`config.mk`:
```
export PLATFORM = sky130hd
export DESIGN_NAME = bdio_ports
export DESIGN_NICKNAME = d
export VERILOG_FILES = /design/src/hw/bdio_pkg.sv /design/src/hw/bdio_pin_cell.sv /design/src/hw/bdio_ports.sv
export SDC_FILE = /design/constraint.sdc
export NUM_CORES = 1
export LEC_CHECK = 0
export ABC_AREA = 1
export BUFFER_PORTS_ARGS = -buffer_cell sky130_fd_sc_hd__buf_4
export CAP_MARGIN = 20
export CORE_UTILIZATION = 37
export DETAILED_ROUTE_END_ITERATION = 8
export GPL_ROUTABILITY_DRIVEN = 0
export PLACE_DENSITY = 0.56
export SETUP_SLACK_MARGIN = 0.02
export SLEW_MARGIN = 15
export SYNTH_ARGS = -nofsm -noshare
export SYNTH_HDL_FRONTEND = slang
export SYNTH_SLANG_ARGS = --single-unit
export TNS_END_PERCENT = 5
```
`constraint.sdc`:
```
create_clock -name clk -period 3.45 [get_ports clk]
set_clock_uncertainty 0.15 [all_clocks]
set_input_delay 0.345 -clock clk [delete_from_list [all_inputs] [get_ports clk]]
set_output_delay 0.345 -clock clk [all_outputs]
set_load 0.005 [all_outputs]
```
`src/hw/bdio_pkg.sv`:
```
// Package for the bit-direction I/O ports: port indices, reset values,
// pin positions of the shared functions and the carrier structs.
// Assumes a single clock domain and a CPU-side special-function bus.
package bdio_pkg;

   localparam int BDIO_NPORTS = 5;
   localparam int BDIO_W = 8;

   // Port selectors on the special-function bus
   localparam logic [2:0] BDIO_PORT0 = 3'h0;
   localparam logic [2:0] BDIO_PORT1 = 3'h1;
   localparam logic [2:0] BDIO_PORT2 = 3'h2;
   localparam logic [2:0] BDIO_PORT3 = 3'h3;
   localparam logic [2:0] BDIO_PORT4 = 3'h4;

   // Values after reset: all pins input, latches clear
   localparam logic [7:0] BDIO_DIR_RST = 8'h00;
   localparam logic [7:0] BDIO_LAT_RST = 8'h00;

   // Pin positions of shared functions
   localparam int BDIO_P0_S2_DIN = 0;
   localparam int BDIO_P0_S2_DOUT = 1;
   localparam int BDIO_P0_S2_CLK = 2;
   localparam int BDIO_P0_S2_RDY = 3;
   localparam int BDIO_P2_SUB_OUT = 0;
   localparam int BDIO_P2_SUB_IN = 1;
   localparam int BDIO_P2_SDA1 = 2;
   localparam int BDIO_P2_SCL1 = 3;
   localparam int BDIO_P2_SDA2 = 4;
   localparam int BDIO_P2_SCL2 = 5;
   localparam int BDIO_P2_S1_CLK = 6;
   localparam int BDIO_P2_TX_RDY = 7;
   localparam int BDIO_P4_TY = 0;
   localparam int BDIO_P4_IRQ0 = 1;
   localparam int BDIO_P4_IRQ1 = 2;
   localparam int BDIO_P4_IRQ2 = 3;
   localparam int BDIO_P4_IRQ3 = 4;

   // CPU access to the port registers
   typedef struct packed {
      logic wr;
      logic sel_dir;
      logic [2:0] port;
      logic [7:0] wdata;
   } bdio_req_t;

   // One peripheral's claim on one pin
   typedef struct packed {
      logic en;
      logic oe;
      logic dout;
      logic od;
   } bdio_fn_t;

   // Resolved pin drive
   typedef struct packed {
      logic [7:0] out;
      logic [7:0] oe;
   } bdio_drv_t;

endpackage : bdio_pkg

```
`src/hw/bdio_pin_cell.sv`:
```
// One port bit: direction bit, output latch and peripheral override.
// Assumes the pin input is already synchronised by the parent.
`timescale 1ns/1ns
`default_nettype none
module bdio_pin_cell
   import bdio_pkg::*;
(
   // Clock and reset
   input wire logic clk,
   input wire logic rst,
   // CPU side
   input wire logic dir_we,
   input wire logic lat_we,
   input wire logic wbit,
   input wire logic pin_sync,
   output logic rbit,
   // Peripheral override
   input wire bdio_fn_t fn,
   // Pin
   output logic pad_out,
   output logic pad_oe
);

   logic dir_r;
   logic lat_r;
   logic out_nxt;
   logic oe_nxt;

   always_ff @(posedge clk) begin
      if (rst) begin
         dir_r <= BDIO_DIR_RST[0];
         lat_r <= BDIO_LAT_RST[0];
      end else begin
         if (dir_we) begin
            dir_r <= wbit;
         end
         if (lat_we) begin
            lat_r <= wbit;
         end
      end
   end

   // Open-drain drives low only; a one releases the line
   assign out_nxt = fn.en ? (fn.od ? 1'b0 : fn.dout) : lat_r;
   assign oe_nxt = fn.en ? (fn.od ? (fn.oe & ~fn.dout) : fn.oe) : dir_r;

   always_ff @(posedge clk) begin
      if (rst) begin
         pad_out <= 1'b0;
         pad_oe <= 1'b0;
      end else begin
         pad_out <= out_nxt;
         pad_oe <= oe_nxt;
      end
   end

   assign rbit = dir_r ? lat_r : pin_sync;

endmodule : bdio_pin_cell
`default_nettype wire

```
`src/hw/bdio_ports.sv`:
```
// Top of the five 8-bit general-purpose ports with shared functions.
// Assumes a CPU bus on clk issuing one-cycle requests, and pins from
// outside the clock domain.
`timescale 1ns/1ns
`default_nettype none
module bdio_ports
   import bdio_pkg::*;
(
   // Clock and reset
   input wire logic clk,
   input wire logic rst,
   // CPU access
   input wire bdio_req_t req,
   output logic [7:0] rdata,
   // Pins, port n occupies bits [8n+7:8n]
   input wire logic [39:0] pad_in,
   output logic [39:0] pad_out,
   output logic [39:0] pad_oe,
   // Serial 2 claims
   input wire bdio_fn_t serial2_data_out,
   input wire bdio_fn_t serial2_clock_pin,
   input wire bdio_fn_t serial2_ready_pin,
   input wire bdio_fn_t serial2_compare_out,
   // Bus interface claims
   input wire bdio_fn_t i2c_sda1,
   input wire bdio_fn_t i2c_scl1,
   input wire bdio_fn_t i2c_sda2,
   input wire bdio_fn_t i2c_scl2,
   // Serial 1 claims
   input wire bdio_fn_t serial1_txd,
   input wire bdio_fn_t serial1_rxd,
   input wire bdio_fn_t serial1_clock,
   input wire bdio_fn_t serial1_ready_pin,
   // Timer, PWM, sub-clock claims
   input wire bdio_fn_t timer_x_event_pin,
   input wire bdio_fn_t timer_y_event_pin,
   input wire bdio_fn_t pwm_out,
   input wire bdio_fn_t subclock_osc_out,
   input wire bdio_fn_t subclock_osc_in,
   // Synchronised pin levels for peripherals
   output logic serial2_data_in,
   output logic ext_irq2_in,
   output logic ext_irq3_in,
   output logic [39:0] pin_level
);

   ////////////////////////////////////////////////////////////////////////
   // Pin synchronisers

   logic [39:0] sync1_r;
   logic [39:0] sync2_r;

   always_ff @(posedge clk) begin
      if (rst) begin
         sync1_r <= 40'h0;
         sync2_r <= 40'h0;
      end else begin
         sync1_r <= pad_in;
         sync2_r <= sync1_r;
      end
   end

   ////////////////////////////////////////////////////////////////////////
   // Peripheral claims per pin

   localparam bdio_fn_t FN_NONE = '0;

   // Priority picker: first enabled claim wins
   function automatic bdio_fn_t pick2(input bdio_fn_t a, input bdio_fn_t b);
      pick2 = a.en ? a : (b.en ? b : FN_NONE);
   endfunction : pick2

   bdio_fn_t fn_pin [40];
   bdio_fn_t sda2_sel;
   bdio_fn_t scl2_sel;
   bdio_fn_t p27_sel;
   bdio_fn_t p43_sel;
   bdio_fn_t p44_sel;

   // Bus function forces open-drain; else the serial 1 three-state driver
   assign sda2_sel = i2c_sda2.en ? bdio_fn_t'{1'b1, i2c_sda2.oe, i2c_sda2.dout, 1'b1}
                                 : serial1_rxd;
   assign scl2_sel = i2c_scl2.en ? bdio_fn_t'{1'b1, i2c_scl2.oe, i2c_scl2.dout, 1'b1}
                                 : serial1_txd;
   assign p27_sel = pick2(timer_x_event_pin, serial1_ready_pin);
   assign p43_sel = serial2_compare_out;
   assign p44_sel = pwm_out;

   always_comb begin
      for (int i = 0; i < 40; i++) begin
         fn_pin[i] = FN_NONE;
      end
      fn_pin[8*0 + BDIO_P0_S2_DOUT] = serial2_data_out;
      fn_pin[8*0 + BDIO_P0_S2_CLK] = serial2_clock_pin;
      fn_pin[8*0 + BDIO_P0_S2_RDY] = serial2_ready_pin;
      fn_pin[8*2 + BDIO_P2_SUB_OUT] = subclock_osc_out;
      fn_pin[8*2 + BDIO_P2_SUB_IN] = subclock_osc_in;
      fn_pin[8*2 + BDIO_P2_SDA1] = '{i2c_sda1.en, i2c_sda1.oe, i2c_sda1.dout, 1'b1};
      fn_pin[8*2 + BDIO_P2_SCL1] = '{i2c_scl1.en, i2c_scl1.oe, i2c_scl1.dout, 1'b1};
      fn_pin[8*2 + BDIO_P2_SDA2] = sda2_sel;
      fn_pin[8*2 + BDIO_P2_SCL2] = scl2_sel;
      fn_pin[8*2 + BDIO_P2_S1_CLK] = serial1_clock;
      fn_pin[8*2 + BDIO_P2_TX_RDY] = p27_sel;
      fn_pin[8*4 + BDIO_P4_TY] = timer_y_event_pin;
      fn_pin[8*4 + BDIO_P4_IRQ2] = p43_sel;
      fn_pin[8*4 + BDIO_P4_IRQ3] = p44_sel;
   end

   ////////////////////////////////////////////////////////////////////////
   // Per-bit cells

   logic [39:0] rbits;
   logic [4:0] port_hit;

   genvar g;
   generate
      for (g = 0; g < 40; g++) begin : g_bit
         bdio_pin_cell u_cell (
            .clk(clk),
            .rst(rst),
            .dir_we(req.wr & req.sel_dir & port_hit[g/8]),
            .lat_we(req.wr & ~req.sel_dir & port_hit[g/8]),
            .wbit(req.wdata[g%8]),
            .pin_sync(sync2_r[g]),
            .rbit(rbits[g]),
            .fn(fn_pin[g]),
            .pad_out(pad_out[g]),
            .pad_oe(pad_oe[g])
         );
      end
      for (g = 0; g < 5; g++) begin : g_hit
         assign port_hit[g] = (req.port == 3'(g));
      end
   endgenerate

   ////////////////////////////////////////////////////////////////////////
   // Read path, registered

   logic [7:0] dir_shadow [5];
   logic [7:0] rd_nxt;

   // Direction bits are shadowed here so a read of the direction
   // register returns what was written
   always_ff @(posedge clk) begin
      if (rst) begin
         for (int i = 0; i < 5; i++) begin
            dir_shadow[i] <= BDIO_DIR_RST;
         end
      end else if (req.wr & req.sel_dir & (req.port < 3'h5)) begin
         dir_shadow[req.port] <= req.wdata;
      end
   end

   assign rd_nxt = (req.port > BDIO_PORT4) ? 8'h00 :
                   req.sel_dir ? dir_shadow[req.port] :
                   rbits[8*req.port +: 8];

   always_ff @(posedge clk) begin
      if (rst) begin
         rdata <= 8'h00;
         serial2_data_in <= 1'b0;
         ext_irq2_in <= 1'b0;
         ext_irq3_in <= 1'b0;
         pin_level <= 40'h0;
      end else begin
         rdata <= rd_nxt;
         serial2_data_in <= sync2_r[8*0 + BDIO_P0_S2_DIN];
         ext_irq2_in <= sync2_r[8*4 + BDIO_P4_IRQ2];
         ext_irq3_in <= sync2_r[8*4 + BDIO_P4_IRQ3];
         pin_level <= sync2_r;
      end
   end

endmodule : bdio_ports
`default_nettype wire

```
==> impl_metrics.csv <==
group,metric,value,unit
floorplanning,die_y,189.3,um
timing,finalSetupViolations,0,
floorplanning,die_width,189.3,um
layout,fillers,3426,
synthesis,synthXorXnorAreaFrac,0,%
clocking,clk_path_buf_depth,3,
timing,rsz0062_at_grt,"no",
power,p_per_area,532.3,nW/um^2
worst_setup_path,path_class,"in -> reg",
timing,final.period_utilization,78.34,%
clocking,worstSkewPairLatency,0.53,ns
worst_setup_path,cp.arrival,3.02,ns
synthesis,ys_warn_count,0,
clocking,cts_buffers,38,
timing,setup_tns,0,ns
floorplanning,rows,68,
run_status,outcome,"complete, no violations",
synthesis,synth_compound_area_share,9.123,%
floorplanning,start_util,37.56,%
synthesis,avgSynthCellArea,8.535,um^2
placed_design,dpl_worst_slack,0.9053,ns
layout,final_nets,1915,
power,p_leak,7.639,nW
clocking,clock-sinks,352,
layout,drive_above_1_share,18.52,%
timing,layout_setup_ws,0.7474,ns
timing,slew_violations,0,
floorplanning,die-area,35820,um^2
worst_hold_path,hold_class,"in -> reg",
clocking,cts_root_buffer,"clkbuf_16",
global_route,grt_max_degree,90,
drt,drc,0,
drt,routed-via-count,10220,
timing,fmax,370.0,MHz
timing,finalHoldViolCount,0,
layout,areaGrowthSynthToFinish,28.99,%
timing,period_minus_slack,2.703,ns
global_route,antenna_found_initial,0,
layout,final_common_cell,"dfxtp_1",
synthesis,synthMuxAreaShare,0.07715,%
timing,maxSlewHeadroom,38.37,%
drt,viasPerCell,4.492,
layout,layout_common_cells,"dfxtp_1 (288), buf_4 (257), nand2_1 (247)",
global_route,grt_usage,19.61,%
drt,drt_pass1_iterations,6,
placed_design,dpl.hpwl,24530,um
worst_setup_path,endpoint_kind,"register",
synthesis,ys_ff_latch,352,
layout,antennaDiodeCount,0,
drt,postRouteAntennaNets,0,
clocking,h-tree-depth,2,
synthesis,synth_simple_gate_area_share,17.56,%
synthesis,yosysTopAreaCellShare,44.44,%
global_route,grt_pass1_vias,9686,
global_route,grt_pass1_wl,53830,um
floorplanning,pin_count,254,
drt,drt-initial-drc-count,564,
synthesis,syn-instance-count,1520,
timing,tightest_slew,0.9245,ns
worst_setup_path,required,3.77,ns
synthesis,synth_fa_ha_area_share,0,%
synthesis,yosys-top-cells-area,"dfxtp_1 (44%), edfxtp_1 (15%), nand2_1 (7.1%)",
worst_setup_path,critPathLaunchType,"input pin",
synthesis,synth_edf_count,64,
clocking,cts_resized,0,
worst_setup_path,cp_max_fo,2,
synthesis,synth.distinct_cells,35,
clocking,path_clk_slew,0.06,ns
synthesis,yosys.area.top_type,"dfxtp_1",
clocking,cts_tree,"done",
synthesis,syn-cell-area,12970,um^2
drt,wl_per_cell,15.53,um
synthesis,synth-async-reset-ratio,0,%
synthesis,yosysSeqAreaShare,59.25,%
synthesis,synth_ff_type,"dfxtp_1",
power,irDropWorstVdd,0.3101,mV
placed_design,io_buffers,249,
floorplanning,core-area,34540,um^2
flow_run,drv_cap,0,
synthesis,synth_top_family_by_area,"simple AND/OR/NAND/NOR gates",
global_route,gr-total-overflow,0,
drt,wirelength,35340,um
-- where the power goes --
group / switching [mW] / leakage, nW / total, mW / internal (mW)
combinational: 0.386 / 4.09 / 0.689 / 0.302
sequential: 0.0462 / 2.97 / 4.38 / 4.34
clock: 1.62 / 0.582 / 3.84 / 2.21
total: 2.05 / 7.64 / 8.91 / 6.85
-- flip-flops by register name, indices dropped and copies added, names as in the netlist --
| register | flops |
|---|---|
| g_bit.u_cell.pad_oe | 40 |
| g_bit.u_cell.pad_out | 40 |
| g_bit.u_cell.dir_r | 40 |
| sync1_r | 40 |
| sync2_r | 40 |
| rdata | 8 |
| dir_shadow | 64 |
| pin_level | 40 |
| g_bit.u_cell.lat_r | 40 |
-- kinds of logic after synthesis --
family | Yosys count
buf+inv | 380
other cells | 1
compound gates | 226
flops | 352
mux | 1
simple gates | 560
-- timing repair --
item | in CTS | in global routing
buffers inserted | 0 | 0
hold endpoints to repair | 91 | 1
hold buffers | 87 | 1
-- through the flow --
stage          power, mW  instance area, um^2  util (%)  hold slack [ns]  cells
5_1_grt            9.253                16730     48.45          0.01054   2275
3_3_place_gp       5.074                14670     42.47           0.2393   2119
3_5_place_dp       5.082                14670     42.47           0.2429   2119
4_1_cts            8.984                16720     48.42        0.0002788   2274
6_report           8.908                16730     48.45         0.009824   2275
2_1_floorplan      4.794                13060         -           0.2383   1543
-- path summary, 6_finish.rpt --
kind / startpoint / end / slack (ns) / depth (start not counted)
max: serial1_txd[0] / g_bit[21].u_cell.pad_out / 0.75 / 8
min: req[1] / dir_shadow[5][1] / 0.01 / 1
min reg2reg: sync1_r[4] / sync2_r[4] / 0.25 / 2
max reg2reg: g_bit[35].u_cell.lat_r / g_bit[35].u_cell.pad_out / 2.03 / 3
-- critical path, cell delays in order --
cell and delay (ns):
dlygate4sd3_1 0.54, buf_4 0.13, nor2_1 0.11, dlygate4sd3_1 0.56, nand3b_1 0.07, dlygate4sd3_1 0.56, a21oi_1 0.14, dlygate4sd3_1 0.56
-- cell type report --
type	instances	area (um^2)	area share, %
Clock buffer	55	1096	6.550
Clock inverter	13	86.33	0.5159
Inverter	243	912.1	5.450
Multi-Input combinational cell	811	3562	21.29
Sequential cell	352	7687	45.94
Tap cell	455	569.3	3.402
Timing Repair Buffer	346	2821	16.86
-- synth_stat cells, types with 3 or more instances --
library cell	n
dfxtp_1	288
nand2_1	247
nor2_1	241
inv_1	228
o21ai_0	101
buf_4	88
a21oi_1	86
edfxtp_1	64
nand3_1	48
clkbuf_1	26
o22ai_1	14
buf_2	13
o21ai_1	9
a31oi_1	8
clkinv_1	8
nand4_1	8
inv_2	7
buf_1	5
buf_6	5
nand2_2	3
nor2_4	3
-- per-layer routing --
layer	share of wire, %	global-route usage, %	up-vias
met3	5.6	3.781	48
met1	44	26.03	4765
met2	48	32.72	258
met4	1.8	4.839	0
li1	-	-	5149
met5	0	0	-
Note: power is estimated with default switching activity, not from simulation.
